$ cat config.mk
export PLATFORM = sky130hd
export DESIGN_NAME = srp_port
export DESIGN_NICKNAME = d
export VERILOG_FILES = /design/src/hdl/srp_sync.v /design/src/hdl/srp_port.v
export VERILOG_INCLUDE_DIRS = /design/src /design/src/shared
export SDC_FILE = /design/constraint.sdc
export NUM_CORES = 1
export LEC_CHECK = 0
export ABC_AREA = 0
export BUFFER_PORTS_ARGS = -buffer_cell sky130_fd_sc_hd__buf_4
export CORE_MARGIN = 2
export CORE_UTILIZATION = 64
export DETAILED_ROUTE_END_ITERATION = 12
export PLACE_DENSITY = 0.94
export SLEW_MARGIN = 20
export SYNTH_ARGS = -nofsm -noshare
export SYNTH_HDL_FRONTEND = slang
export SYNTH_HIERARCHICAL = 1
export SYNTH_SLANG_ARGS = --single-unit
$ cat constraint.sdc
create_clock -name clk_i -period 12 [get_ports clk_i]
set_input_delay 2.4 -clock clk_i [delete_from_list [all_inputs] [get_ports clk_i]]
set_output_delay 2.4 -clock clk_i [all_outputs]
set_load 0.01 [all_outputs]
$ cat src/shared/srp_defines.vh
// Purpose: Constants of the serial register port: offsets, fields, resets, counts.
// Assumes: Included by the serial register port design files only.
// Notes: Definitions only; no logic lives here.
`ifndef SRP_DEFINES_VH
`define SRP_DEFINES_VH

// ----------------------------------------------------------------------------
// Register offsets
// ----------------------------------------------------------------------------
`define SRP_ADDR_W 15
`define SRP_OFF_INTERFACE_CONFIG 15'h0000
`define SRP_OFF_CHIP_TYPE_CODE 15'h0003
`define SRP_OFF_PRODUCT_ID_LOW 15'h0004
`define SRP_OFF_PRODUCT_ID_HIGH 15'h0005
`define SRP_OFF_GRADE_AND_REVISION 15'h0006
`define SRP_OFF_TUNING_UPDATE 15'h0113
`define SRP_OFF_STAGE_BASE 15'h0114
`define SRP_STAGE_BYTES 8
`define SRP_STAGE_SPAN 15'h0008

// ----------------------------------------------------------------------------
// Field positions of interface_config, each setting held by a mirrored pair, and of the tuning update request bit
// ----------------------------------------------------------------------------
`define SRP_BIT_SOFT_RESET_HI 7
`define SRP_BIT_LSB_FIRST_HI 6
`define SRP_BIT_ADDR_INC_HI 5
`define SRP_BIT_OUT_PIN_HI 4
`define SRP_BIT_OUT_PIN_LO 3
`define SRP_BIT_ADDR_INC_LO 2
`define SRP_BIT_LSB_FIRST_LO 1
`define SRP_BIT_SOFT_RESET_LO 0
`define SRP_BIT_TUNING_UPDATE 0

// ----------------------------------------------------------------------------
// Reset values and frame counts
// ----------------------------------------------------------------------------
`define SRP_RST_SETTING 1'b0
`define SRP_RST_BYTE 8'h00
`define SRP_INSTR_LAST 4'hf
`define SRP_NIBBLE_LAST 3'h3
`define SRP_BYTE_LAST 3'h7

`endif

$ cat src/hdl/srp_sync.v
// Purpose: Two flip-flop synchroniser for a group of asynchronous inputs.
// Assumes: Each bit is an independent level from outside the clock domain.
// Notes: The first stage feeds only the second stage.
`timescale 1ns/1ps

module srp_sync #(
    parameter W = 3
) (
    input wire clk_i,
    input wire rst_i,
    input wire [W-1:0] async_i,
    input wire [W-1:0] rst_val_i,
    output wire [W-1:0] sync_o
);

    reg [W-1:0] meta_q;
    reg [W-1:0] sync_q;

    // ------------------------------------------------------------------------
    // Synchroniser stages
    // ------------------------------------------------------------------------
    // Both stages clear to zero; bits set in rst_val_i are inverted on the way in and out.
    always @(posedge clk_i or posedge rst_i) begin
        if (rst_i) begin
            meta_q <= {W{1'b0}};
            sync_q <= {W{1'b0}};
        end else begin
            meta_q <= async_i ^ rst_val_i;
            sync_q <= meta_q;
        end
    end

    // Restore the true polarity of each bit.
    assign sync_o = sync_q ^ rst_val_i;

endmodule // srp_sync

$ cat src/hdl/srp_port.v
// Purpose: Serial register port: instruction/data framing, config and ID regs.
// Assumes: One 10 MHz clock; serial clock, select and data arrive as pins.
// Notes: Serial clock edges are found by oversampling after synchronising.
//        Register zero, the ID bytes and the tuning bytes live here; other addresses go outward.
//
// Behaviour
// - First 16 rising serial clock edges after select low form the instruction.
// - Select high then low restarts bit counter and state at instruction start.
// - Data phase is whole bytes, eight serial clocks per byte.
// - Writes take effect at last bit, register zero at fourth bit; tuning registers wait for update request.
// - Instruction bit 15 one means read, zero means write.
// - Instruction bits 14..0 give the starting register address.
// - After each byte address steps up if increment set, else down.
// - Inputs sampled on rising serial clock, read data changes on falling.
// - Shared data pin released while select is high.
// - Bit order set by register zero bits 6 and 1, reset to MSB first.
// - MSB first sends direction, address, data high first; LSB first reversed.
// - Output-active bits one send read data on the separate output pin.
// - Register zero writes use first data nibble only, in either order.
// - Register zero holds soft reset at bits 0 and 7.
// - Chip_type_code returns a fixed chip type code.
// - Product_id_high and 0x004 return product identifier high and low bytes.
// - Grade_and_revision returns grade in upper nibble, revision in lower.
`timescale 1ns/1ps
`include "srp_defines.vh"

module srp_port #(
    parameter [7:0] CHIP_TYPE = 8'h5a,     // Arbitrary value.
    parameter [15:0] PRODUCT_ID = 16'h1357, // Arbitrary value.
    parameter [3:0] GRADE = 4'h1,          // Arbitrary value.
    parameter [3:0] REVISION = 4'h2        // Arbitrary value.
) (
    input wire clk_i,
    input wire rst_i,
    input wire sclk_i,
    input wire cs_n_i,
    input wire sdio_i,
    output wire sdio_o,
    output wire sdio_oe_o,
    output wire serial_out_pin_o,
    output wire serial_out_pin_oe_o,
    output wire soft_reset_o,
    output wire wr_strobe_o,
    output wire [14:0] wr_addr_o,
    output wire [7:0] wr_data_o,
    output wire [14:0] rd_addr_o,
    input wire [7:0] rd_data_i,
    output wire [47:0] freq_tuning_word_o,
    output wire [15:0] phase_accumulator_osc_offset_o
);

    // ------------------------------------------------------------------------
    // Pin synchronisation and serial clock edge detection
    // ------------------------------------------------------------------------
    wire [2:0] pins_s;
    wire sclk_s;
    wire cs_n_s;
    wire sdi_s;
    reg sclk_prev_q;
    wire sclk_rise;
    wire sclk_fall;

    // Select idles high, so its synchroniser resets to one.
    srp_sync #(
        .W(3)
    ) u_sync (
        .clk_i(clk_i),
        .rst_i(rst_i),
        .async_i({cs_n_i, sclk_i, sdio_i}),
        .rst_val_i(3'h4),
        .sync_o(pins_s)
    );

    // Data and clock pass the same two stages, so each sampled data bit
    // stays aligned with the serial clock edge that frames it.
    assign cs_n_s = pins_s[2];
    assign sclk_s = pins_s[1];
    assign sdi_s = pins_s[0];

    // Previous serial clock level for edge detection.
    always @(posedge clk_i or posedge rst_i) begin
        if (rst_i) begin
            sclk_prev_q <= 1'b0;
        end else begin
            sclk_prev_q <= sclk_s;
        end
    end

    // Edges only count while select is low.
    // A fall seen after deselect therefore never moves the read shifter.
    assign sclk_rise = sclk_s & ~sclk_prev_q & ~cs_n_s;
    assign sclk_fall = ~sclk_s & sclk_prev_q & ~cs_n_s;

    // ------------------------------------------------------------------------
    // Frame state
    // ------------------------------------------------------------------------
    reg [3:0] instr_cnt_q;
    reg data_ph_q;
    reg [15:0] instr_q;
    reg read_q;
    reg [14:0] addr_q;
    reg [2:0] bit_idx_q;
    reg [7:0] shift_q;
    reg [2:0] nib_q;
    reg load_q;
    reg [7:0] rd_byte_q;
    reg out_q;
    reg out_act_q;
    reg wr_strobe_q;
    reg [14:0] wr_addr_q;
    reg [7:0] wr_data_q;

    // Register zero settings, one flop per mirrored pair.
    // A setting written mid-frame applies to the rest of that frame.
    reg srst_q;
    reg lsb_first_q;
    reg addr_inc_q;
    reg out_pin_sel_q;

    wire [15:0] instr_nx;
    wire [7:0] byte_nx;
    wire [14:0] addr_step;
    wire cfg_nib_hit;

    // Shift direction follows the bit order so fields always land in place.
    assign instr_nx = lsb_first_q ? {sdi_s, instr_q[15:1]} : {instr_q[14:0], sdi_s};
    assign byte_nx = lsb_first_q ? {sdi_s, shift_q[7:1]} : {shift_q[6:0], sdi_s};

    // Next address of a multibyte transfer.
    assign addr_step = addr_inc_q ? (addr_q + 15'h0001) : (addr_q - 15'h0001);

    // Fourth data bit of a write aimed at register zero.
    assign cfg_nib_hit = (bit_idx_q == `SRP_NIBBLE_LAST) && !read_q
        && (addr_q == `SRP_OFF_INTERFACE_CONFIG);

    // ------------------------------------------------------------------------
    // Serial protocol engine
    // ------------------------------------------------------------------------
    // Collects the instruction, then whole data bytes, and steps the address.
    always @(posedge clk_i or posedge rst_i) begin
        if (rst_i) begin
            instr_cnt_q <= 4'h0;
            data_ph_q <= 1'b0;
            instr_q <= 16'h0000;
            read_q <= 1'b0;
            addr_q <= 15'h0000;
            bit_idx_q <= 3'h0;
            shift_q <= `SRP_RST_BYTE;
            nib_q <= 3'h0;
            load_q <= 1'b0;
            wr_strobe_q <= 1'b0;
            wr_addr_q <= 15'h0000;
            wr_data_q <= `SRP_RST_BYTE;
            srst_q <= `SRP_RST_SETTING;
            lsb_first_q <= `SRP_RST_SETTING;
            addr_inc_q <= `SRP_RST_SETTING;
            out_pin_sel_q <= `SRP_RST_SETTING;
        end else begin
            wr_strobe_q <= 1'b0;
            load_q <= 1'b0;
            if (cs_n_s) begin
                // Deselect abandons the frame and rearms the instruction phase.
                instr_cnt_q <= 4'h0;
                data_ph_q <= 1'b0;
                bit_idx_q <= 3'h0;
                read_q <= 1'b0;
            end else if (sclk_rise && !data_ph_q) begin
                instr_q <= instr_nx;
                instr_cnt_q <= instr_cnt_q + 4'h1;
                if (instr_cnt_q == `SRP_INSTR_LAST) begin
                    // The sixteenth edge closes the instruction.
                    data_ph_q <= 1'b1;
                    bit_idx_q <= 3'h0;
                    read_q <= instr_nx[15];
                    addr_q <= instr_nx[14:0];
                    load_q <= instr_nx[15];
                end
            end else if (sclk_rise) begin
                shift_q <= byte_nx;
                nib_q <= {nib_q[1:0], sdi_s};
                bit_idx_q <= bit_idx_q + 3'h1;
                if (cfg_nib_hit) begin
                    // First four bits received are reset, order, step, output.
                    // Acting on the first nibble leaves serial clocks in the byte
                    // after a soft reset, so the frame still ends cleanly.
                    srst_q <= nib_q[2];
                    if (nib_q[2]) begin
                        lsb_first_q <= `SRP_RST_SETTING;
                        addr_inc_q <= `SRP_RST_SETTING;
                        out_pin_sel_q <= `SRP_RST_SETTING;
                    end else begin
                        lsb_first_q <= nib_q[1];
                        addr_inc_q <= nib_q[0];
                        out_pin_sel_q <= sdi_s;
                    end
                end
                if (bit_idx_q == `SRP_BYTE_LAST) begin
                    // Byte complete: commit a write and move to the next address.
                    if (!read_q && addr_q != `SRP_OFF_INTERFACE_CONFIG) begin
                        wr_strobe_q <= 1'b1;
                        wr_addr_q <= addr_q;
                        wr_data_q <= byte_nx;
                    end
                    addr_q <= addr_step;
                    load_q <= read_q;
                end
            end
        end
    end

    // ------------------------------------------------------------------------
    // Tuning staging registers and update request
    // ------------------------------------------------------------------------
    reg [8*`SRP_STAGE_BYTES-1:0] stage_q;
    reg [8*`SRP_STAGE_BYTES-1:0] live_q;
    wire stage_hit;
    wire tune_hit;
    wire [14:0] stage_off;

    assign stage_off = wr_addr_q - `SRP_OFF_STAGE_BASE;
    assign stage_hit = (wr_addr_q >= `SRP_OFF_STAGE_BASE)
        && (stage_off < `SRP_STAGE_SPAN);
    assign tune_hit = (wr_addr_q == `SRP_OFF_TUNING_UPDATE);

    genvar gi;
    generate
        for (gi = 0; gi < `SRP_STAGE_BYTES; gi = gi + 1) begin : g_stage
            // Each staged byte loads on its write but is not yet in effect.
            always @(posedge clk_i or posedge rst_i) begin
                if (rst_i) begin
                    stage_q[8*gi+7:8*gi] <= `SRP_RST_BYTE;
                end else if (srst_q) begin
                    stage_q[8*gi+7:8*gi] <= `SRP_RST_BYTE;
                end else if (wr_strobe_q && stage_hit && stage_off == gi) begin
                    stage_q[8*gi+7:8*gi] <= wr_data_q;
                end
            end
        end
    endgenerate

    // Staged words become live only when the update request bit is written.
    // Copying every byte at once keeps a multibyte tuning word coherent.
    always @(posedge clk_i or posedge rst_i) begin
        if (rst_i) begin
            live_q <= {8*`SRP_STAGE_BYTES{1'b0}};
        end else if (srst_q) begin
            live_q <= {8*`SRP_STAGE_BYTES{1'b0}};
        end else if (wr_strobe_q && tune_hit && wr_data_q[`SRP_BIT_TUNING_UPDATE]) begin
            live_q <= stage_q;
        end
    end

    assign freq_tuning_word_o = live_q[47:0];
    assign phase_accumulator_osc_offset_o = live_q[63:48];

    // ------------------------------------------------------------------------
    // Read data selection
    // ------------------------------------------------------------------------
    reg [7:0] rd_mux;
    reg [7:0] stage_rd;
    integer k;
    wire stage_rd_hit;

    // Address falls inside the tuning staging bytes.
    assign stage_rd_hit = (addr_q >= `SRP_OFF_STAGE_BASE)
        && (addr_q < `SRP_OFF_STAGE_BASE + `SRP_STAGE_SPAN);

    // Picks the byte addressed for the next read slot.
    always @* begin
        stage_rd = `SRP_RST_BYTE;
        for (k = 0; k < `SRP_STAGE_BYTES; k = k + 1) begin
            if (addr_q == `SRP_OFF_STAGE_BASE + k[14:0]) begin
                stage_rd = stage_q[8*k +: 8];
            end
        end
        if (addr_q == `SRP_OFF_INTERFACE_CONFIG) begin
            rd_mux = {srst_q, lsb_first_q, addr_inc_q, out_pin_sel_q,
                out_pin_sel_q, addr_inc_q, lsb_first_q, srst_q};
        end else if (addr_q == `SRP_OFF_CHIP_TYPE_CODE) begin
            rd_mux = CHIP_TYPE;
        end else if (addr_q == `SRP_OFF_PRODUCT_ID_LOW) begin
            rd_mux = PRODUCT_ID[7:0];
        end else if (addr_q == `SRP_OFF_PRODUCT_ID_HIGH) begin
            rd_mux = PRODUCT_ID[15:8];
        end else if (addr_q == `SRP_OFF_GRADE_AND_REVISION) begin
            rd_mux = {GRADE, REVISION};
        end else if (addr_q == `SRP_OFF_TUNING_UPDATE) begin
            // The update request acts once and is not held, so it reads zero.
            rd_mux = `SRP_RST_BYTE;
        end else if (stage_rd_hit) begin
            rd_mux = stage_rd;
        end else begin
            rd_mux = rd_data_i;
        end
    end

    // ------------------------------------------------------------------------
    // Read output shifter
    // ------------------------------------------------------------------------
    // Loads a byte one cycle after its address settles, shifts on falling edges.
    // An edge needs three clocks through sync and detect, so the load always
    // lands before the first fall of the byte's slot.
    always @(posedge clk_i or posedge rst_i) begin
        if (rst_i) begin
            rd_byte_q <= `SRP_RST_BYTE;
            out_q <= 1'b0;
            out_act_q <= 1'b0;
        end else begin
            if (load_q) begin
                rd_byte_q <= rd_mux;
            end
            if (cs_n_s) begin
                out_act_q <= 1'b0;
            end else if (sclk_fall && data_ph_q && read_q) begin
                out_act_q <= 1'b1;
                if (lsb_first_q) begin
                    out_q <= rd_byte_q[bit_idx_q];
                end else begin
                    out_q <= rd_byte_q[3'h7 - bit_idx_q];
                end
            end
        end
    end

    // ------------------------------------------------------------------------
    // Pin drivers
    // ------------------------------------------------------------------------
    // Read data leaves on the shared pin or the separate output pin.
    // Both pins carry the same bit; only the enables decide which is live.
    assign sdio_o = out_q;
    assign sdio_oe_o = out_act_q & ~out_pin_sel_q & ~cs_n_s;
    assign serial_out_pin_o = out_q;
    assign serial_out_pin_oe_o = out_act_q & out_pin_sel_q & ~cs_n_s;

    // Outward register write port for registers held elsewhere.
    // Staged tuning bytes and the update request never leave the block.
    assign wr_strobe_o = wr_strobe_q & ~stage_hit & ~tune_hit;
    assign wr_addr_o = wr_addr_q;
    assign wr_data_o = wr_data_q;
    assign rd_addr_o = addr_q;
    assign soft_reset_o = srst_q;

endmodule // srp_port

==> results of run 1 <==
==> logic make-up (layout without fill, tap and decap cells) <==
group,Yosys count,after routing
and+or+nand+nor,433,433
AOI/OAI and AO/OA,252,252
DFF,225,225
muxes,127,127
buffers and inverters,92,191
adders and majority gates,22,22
xor gates and xnor gates,21,21
other,2,6
==> layer usage <==
metal	track usage, %	share of wire (%)	vias to the layer above
met5	0	0	-
met4	15.8	5.6	0
met3	6.33	10	169
met2	52.5	46	725
met1	45.3	38	4841
li1	-	-	4298
==> per-stage QoR <==
step	utilization [%]	cells	hold WS, ns	total power, mW	area, sq um
final	75.6	1506	0.355	1.68	13600
after global routing	75.6	1506	0.369	1.73	13600
after CTS	75.5	1506	0.356	1.68	13600
after detailed placement	70.9	1462	0.351	0.912	12800
after global placement	70.9	1462	0.333	0.906	12800
after floorplan	-	1178	0.331	0.885	11800
==> registers in the layout, indices dropped and copies added, names as in the netlist, 4 cells and up <==
| signal | flops |
|---|---|
| instr_cnt_q | 4 |
| instr_q | 16 |
| live_q | 64 |
| rd_addr_o | 15 |
| rd_byte_q | 8 |
| shift_q | 8 |
| stage_q | 64 |
| wr_addr_o | 15 |
| wr_data_o | 8 |
==> area by class of cell <==
cell class	count	area (sq um)	area share, %
multi-input cells	861	5820	42.7
flip-flops and latches	225	5630	41.4
repair buffers	131	987	7.25
clock buffers	31	667	4.90
well taps	229	287	2.10
clock inverters	13	160	1.18
inverters	16	67.6	0.496
==> cell usage in the layout (no fill, tap or decap), drive strengths merged, types with 6 or more instances in the layout <==
cell	Yosys	final
o31ai	7	7
nand3b	6	6
a21o	8	8
dfrtp	225	225
nand2b	83	83
clkbuf	50	31
xnor2	7	7
o21a	13	13
mux2i	90	90
mux2	24	24
nand2	183	183
o21ai	55	55
a31oi	7	7
or3	6	6
ha	21	21
a21oi	121	121
buf	26	131
clkinv	0	8
nand3	12	12
nor4	12	12
conb	2	6
nand4	16	16
nor2	57	57
inv	16	16
nor3	19	19
mux4	13	13
xor2	14	14
==> power groups by stage <==
stage / clock network [mW] / logic [mW] / registers [mW]
after floorplan: 0 / 0.0679 / 0.817
after global placement: 0 / 0.0828 / 0.823
after detailed placement: 0 / 0.0863 / 0.825
after CTS: 0.778 / 0.0890 / 0.812
after global routing: 0.810 / 0.0993 / 0.816
final: 0.778 / 0.0893 / 0.813
==> path summary, 6_finish.rpt <==
check	from	end	slack, ns	depth (start not counted)
worst min register to register	u_sync/meta_q[0]$_DFF_PP0_	u_sync/sync_q[0]$_DFF_PP0_	0.35	0
min in group asynchronous	rst_i	u_sync/sync_q[2]$_DFF_PP0_	1.83	2
worst min-delay path	u_sync/meta_q[0]$_DFF_PP0_	u_sync/sync_q[0]$_DFF_PP0_	0.35	0
max in group asynchronous	rst_i	instr_cnt_q[1]$_DFFE_PP0P_	8.65	3
worst max-delay path	wr_addr_o[2]$_DFFE_PP0P_	wr_strobe_o	6.47	9
worst max register to register	rd_addr_o[3]$_DFFE_PP0P_	wr_addr_o[13]$_DFFE_PP0P_	8.80	6
==> impl_metrics.py, run 1 <==
metrics = {
    "sta": {
        "finalMaxSlewViolations": 0,
        "final.min_clock_period_ns": 5.53,
        "finalSetupViolations": 0,
        "fmax_mhz": 181,
        "post-route-worst-setup-slack_ns": 6.47,
        "period_share_pct": 46.0,
        "timing_hold_violations_final": 0,
        "fin_skew_ns": 0.0210,
        "setup_repair_after_global_routing_missed_its_margin": "false",
        "timing.max_slew.rel_slack_pct": 26.3,
        "tightest_slew_ns": 1.10,
        "fin_setup_tns_ns": 0,
    },
    "synth": {
        "synthArstFlopShare_pct": 100,
        "most_frequent_cell_after_synthesis": "sky130_fd_sc_hd__dfrtp_1",
        "synth_cells": 1174,
        "synth-edff-count": 0,
        "basic_gate_share_of_the_synthesized_area_counting_and_or_nand_and_nor_cells_pct": 19.9,
        "yosys.area_share.adder_pct": 2.40,
        "synth_top_family_by_area": "simple AND/OR/NAND/NOR gates",
        "ys_top_cells_by_area": "sky130_fd_sc_hd__dfrtp_1 (48%), sky130_fd_sc_hd__mux2i_1 (7.6%), sky130_fd_sc_hd__nand2_1 (5.8%)",
        "dominantRegCellSynth": "sky130_fd_sc_hd__dfrtp_1",
        "netlist.top_cell.by_area": "sky130_fd_sc_hd__dfrtp_1",
        "synth_warnings": 6,
        "yosys.cell_types.count": 77,
        "synth_top_cell_area_share_pct": 47.7,
        "mappedNetlistArea_sq_mm": 0.0118,
        "yosys-top-cells-count": "sky130_fd_sc_hd__dfrtp_1 (225), sky130_fd_sc_hd__nand2_1 (182), sky130_fd_sc_hd__a21oi_1 (121)",
        "synth_area_per_cell_sq_um": 10.0,
        "yosysSeqAreaShare_pct": 47.7,
        "mux_contribution_to_synthesized_area_pct": 12.4,
        "synth-compound-area-share_pct": 12.6,
        "count_of_state_elements_after_synthesis": 225,
        "synthXorXnorAreaFrac_pct": 1.56,
    },
    "clock_tree": {
        "clk_root_buffer_cell": "sky130_fd_sc_hd__clkbuf_16",
        "htreeDepth": 1,
        "number_of_post_cts_setup_repair_buffers": 0,
        "cts_resized": 0,
        "tritoncts_clock_tree": "done",
        "clock_latency_on_the_worst_skew_pair_ns": 0.53,
        "clkSinkCount": 225,
        "cts-hold-fix-buffers": 0,
        "clock_buffers_created_by_tritoncts": 24,
        "largest_buffer_count_on_any_clock_path": 3,
        "cts.clk_slew.worst_paths_ns": 0.06,
    },
    "power": {
        "netSwitchingPower_mw": 0.398,
        "power_density_mw_per_mm2": 123,
        "p_seq_share_pct": 48.4,
        "static_leak_nw": 6.66,
        "clock_network_fraction_of_total_power_pct": 46.3,
        "ir_drop_mv": 0.0942,
        "internal_power_mw": 1.28,
        "swShare_pct": 23.7,
        "p_comb_share_pct": 5.3,
    },
    "critical_path": {
        "cp_slowest_stage_delay_ns": 0.73,
        "cp.arrival_ns": 3.13,
        "worstSetupPathType": "flop to primary output",
        "cpLargestDelayFamily": "compound AO/OA/AOI/OAI gates",
        "worstSetupStartpointType": "flop",
        "path_cells": "inv_1 -> ha_1 -> and2b_1 -> nor2_4 -> o21ai_0 -> a32o_1 -> nand3_1 -> and3b_1 -> buf_4",
        "timing.critical_path.fanout_max": 9,
        "worstPathBufferInverterCount": 2,
        "timing.critical_path.slowest_stage_cell": "sky130_fd_sc_hd__a32o_1",
        "critPathRequiredTime_ns": 9.60,
        "endpoint_kind_of_the_worst_setup_timing_path": "primary output",
    },
    "floorplan": {
        "core_area_sq_mm": 0.0180,
        "initial_utilization_pct": 65.4,
        "die_area_sq_mm": 0.0195,
        "floorplan.rows": 49,
        "chipWidth_um": 140,
        "floorplan.io_pins": 121,
        "die_height_um": 140,
    },
    "drt": {
        "antenna_violating_nets_remaining": 0,
        "drt-initial-drc-count": 1418,
        "vias_per_cell": 6.66,
        "dr_total_vias": 10000,
        "dr.pass1.iters": 5,
        "finalWirelength_um": 33300,
        "drc": 0,
        "wire_per_inst_um": 22.1,
    },
    "placed_design": {
        "gpl.final_weighted_congestion": 0.950,
        "post-place-ws_ns": 7.17,
        "place_hpwl_um": 20800,
        "buffer_ports.inserted": 120,
    },
    "finish": {
        "area_growth_pct": 15.5,
        "layout-drive-gt1-share_pct": 18.2,
        "design.final.nets": 1294,
        "diodes_inserted": 0,
        "filler_cell_count": 1086,
    },
    "grt": {
        "grt_remaining_overflow": 0,
        "grt_first_pass_wirelength_um": 52400,
        "grt_max_degree": 138,
        "antenna_found_initial": 0,
        "first_global_vias": 9794,
        "gr-usage-all-layers_pct": 33.4,
    },
    "run": {
        "max-cap-violations": 0,
    },
    "outcome": {
        "outcome": "completed",
    },
    "hold_path": {
        "hp-class": "flop to flop",
    },
}
Power figures use the tool's default switching activity.
==> run 2: changes to the inputs <==
CORE_UTILIZATION = 60   (was 64)
PLACE_DENSITY = 0.89   (was 0.94)
clock period = 5.2 ns   (was 12 ns; I/O delays follow)
==> run 2 against run 1 <==
  * First-iteration DRC count down 20%
  * Clock power is 130% higher
  * Hold slack lost 0.0082 ns
  * Non-clock buffer count rose by 3
  * Largest power group unchanged
  * Die area increased by 6.5%
  * Sequential power rose by 130%
  * Combinational power grew 130%
  * Global-route usage down 1.6 points
  * Critical endpoint unchanged
  * Count of clock-buffer cells in the layout rose by 4
==> impl_metrics.py, run 2 (same netlist as run 1, synthesis figures left out) <==
metrics = {
    "critical_path": {
        "timing.critical_path.fanout_max": 9,
        "path_cells": "inv_1 -> ha_1 -> and2b_1 -> nor2_4 -> o21ai_0 -> a32o_1 -> nand3_1 -> and3b_1 -> buf_4",
        "timing.rr.start": "rd_addr_o[9]$_DFFE_PP0P_",
        "endpoint_kind_of_the_worst_setup_timing_path": "primary output",
        "cp.arrival_ns": 2.93,
        "worstSetupPathType": "flop to primary output",
        "cp_slowest_stage_delay_ns": 0.68,
        "critPathRequiredTime_ns": 4.16,
        "timing.critical_path.slowest_stage_cell": "sky130_fd_sc_hd__a32o_1",
        "crit_start": "wr_addr_o[3]$_DFFE_PP0P_",
        "worstSetupStartpointType": "flop",
    },
    "power": {
        "p_seq_share_pct": 48.7,
        "power_density_mw_per_mm2": 282,
        "static_leak_nw": 6.66,
        "netSwitchingPower_mw": 0.871,
        "p_comb_share_pct": 5.4,
        "swShare_pct": 22.6,
        "internal_power_mw": 2.98,
        "clock_network_fraction_of_total_power_pct": 45.9,
        "ir_drop_mv": 0.254,
    },
    "floorplan": {
        "initial_utilization_pct": 60.8,
        "chipWidth_um": 144,
        "floorplan.rows": 51,
        "core_area_sq_mm": 0.0194,
        "die_area_sq_mm": 0.0208,
        "die_height_um": 144,
        "floorplan.io_pins": 121,
    },
    "drt": {
        "dr.pass1.iters": 6,
        "met2_wirelength_um": 15300,
        "finalWirelength_um": 32500,
        "wirelength_met1_um": 12900,
        "vias_per_cell": 6.40,
        "dr_total_vias": 9869,
        "routed.top_layer": "met4",
        "drc": 0,
        "met3_wl_um": 2800,
        "drt-initial-drc-count": 1138,
        "antenna_violating_nets_remaining": 0,
        "wire_per_inst_um": 21.1,
    },
    "clock_tree": {
        "cts_resized": 0,
        "clock_buffers_created_by_tritoncts": 24,
        "clk_root_buffer_cell": "sky130_fd_sc_hd__clkbuf_16",
        "number_of_post_cts_setup_repair_buffers": 0,
        "cts.clk_slew.worst_paths_ns": 0.06,
        "clkSinkCount": 225,
        "largest_buffer_count_on_any_clock_path": 3,
        "clock_latency_on_the_worst_skew_pair_ns": 0.52,
        "htreeDepth": 1,
        "cts-hold-fix-buffers": 0,
        "tritoncts_clock_tree": "done",
    },
    "finish": {
        "area_growth_pct": 16.1,
        "utilization_pct": 70.6,
        "mostFrequentLayoutCells": "sky130_fd_sc_hd__dfrtp_1 (224), sky130_fd_sc_hd__nand2_1 (182), sky130_fd_sc_hd__buf_4 (132)",
        "diodes_inserted": 0,
        "layout-drive-gt1-share_pct": 17.9,
        "design.final.nets": 1297,
        "reg.largest.list": "live_q: 64 flops, stage_q: 64 flops, instr_q: 16 flops",
        "filler_cell_count": 1352,
        "layout.cells.most_common": "sky130_fd_sc_hd__dfrtp_1",
    },
    "grt": {
        "gr-usage-all-layers_pct": 31.8,
        "antenna_found_initial": 0,
        "grt_first_pass_wirelength_um": 51900,
        "grt_max_degree": 131,
        "first_global_vias": 9563,
        "grt_remaining_overflow": 0,
    },
    "placed_design": {
        "place_hpwl_um": 21400,
        "buffer_ports.inserted": 120,
        "gpl.final_weighted_congestion": 0.932,
    },
    "hold_path": {
        "hold_start": "u_sync/meta_q[0]$_DFF_PP0_",
        "hp-class": "flop to flop",
    },
    "sta": {
        "period_share_pct": 76.3,
        "tightest_slew_ns": 0.970,
        "setup_repair_after_global_routing_missed_its_margin": "false",
        "timing_hold_violations_final": 0,
        "fin_setup_tns_ns": 0,
        "finalSetupViolations": 0,
        "fin_skew_ns": 0.0133,
        "fmax_mhz": 252,
        "final.min_clock_period_ns": 3.97,
        "finalMaxSlewViolations": 0,
        "timing.max_slew.rel_slack_pct": 35.1,
    },
    "outcome": {
        "outcome": "completed",
    },
    "run": {
        "max-cap-violations": 0,
    },
}
## run 2: layer usage
metal / track usage (%) / vias up
li1: - / 4308
met4: 13.2 / 0
met2: 50.8 / 610
met3: 5.63 / 129
met1: 43.3 / 4822
met5: 0 / -
## run 2: power by group through the flow
| stage | combinational, mW | clock (mW) | sequential, mW |
|---|---|---|---|
| after floorplan | 0.157 | 0 | 1.89 |
| after global placement | 0.196 | 0 | 1.90 |
| after detailed placement | 0.205 | 0 | 1.90 |
| after CTS | 0.209 | 1.78 | 1.87 |
| after global routing | 0.233 | 1.85 | 1.88 |
| final | 0.208 | 1.77 | 1.88 |
## run 2: metrics by stage
step | setup slack [ns] | total power [mW] | instance area [sq um] | cells | hold WS [ns]
floorplan | 1.31 | 2.04 | 11800 | 1178 | 0.331
detailed placement | 1.79 | 2.11 | 12900 | 1501 | 0.335
finish | 1.23 | 3.85 | 13700 | 1542 | 0.347
CTS | 1.24 | 3.86 | 13700 | 1542 | 0.348
global placement | 1.86 | 2.10 | 12900 | 1501 | 0.332
global route | 1.07 | 3.97 | 13700 | 1542 | 0.365
## run 2: path summary, 6_finish.rpt
| path | end | slack [ns] | depth (start not counted) |
|---|---|---|---|
| setup reg to reg | wr_addr_o[10]$_DFFE_PP0P_ | 1.81 | 6 |
| hold / removal | u_sync/sync_q[0]$_DFF_PP0_ | 0.35 | 0 |
| setup / recovery | wr_strobe_o | 1.23 | 9 |
| min in group asynchronous | u_sync/sync_q[0]$_DFF_PP0_ | 0.46 | 2 |
| max in group asynchronous | stage_q[41]$_DFFE_PP0P_ | 3.43 | 3 |
| hold reg to reg | u_sync/sync_q[0]$_DFF_PP0_ | 0.35 | 0 |
## run 2: cell type report
cell class,instances,area (sq um),share of cell area [%]
Inverter,16,63.8,0.466
Tap cell,265,332,2.42
Clock inverter,6,108,0.786
Sequential cell,225,5630,41.2
Timing Repair Buffer,134,1030,7.53
Multi-Input combinational cell,861,5820,42.5
Clock buffer,35,703,5.14
## run 2: worst max-delay path, delay by kind of cell, from the launching register on
family                   cells  cell delay [ns]
flip-flops                   1             0.44
AND/OR/NAND/NOR              4             0.65
AO/OA/AOI/OAI                2             0.82
adder cells (fa/ha/maj)      1             0.21
buffers and inverters        2             0.27
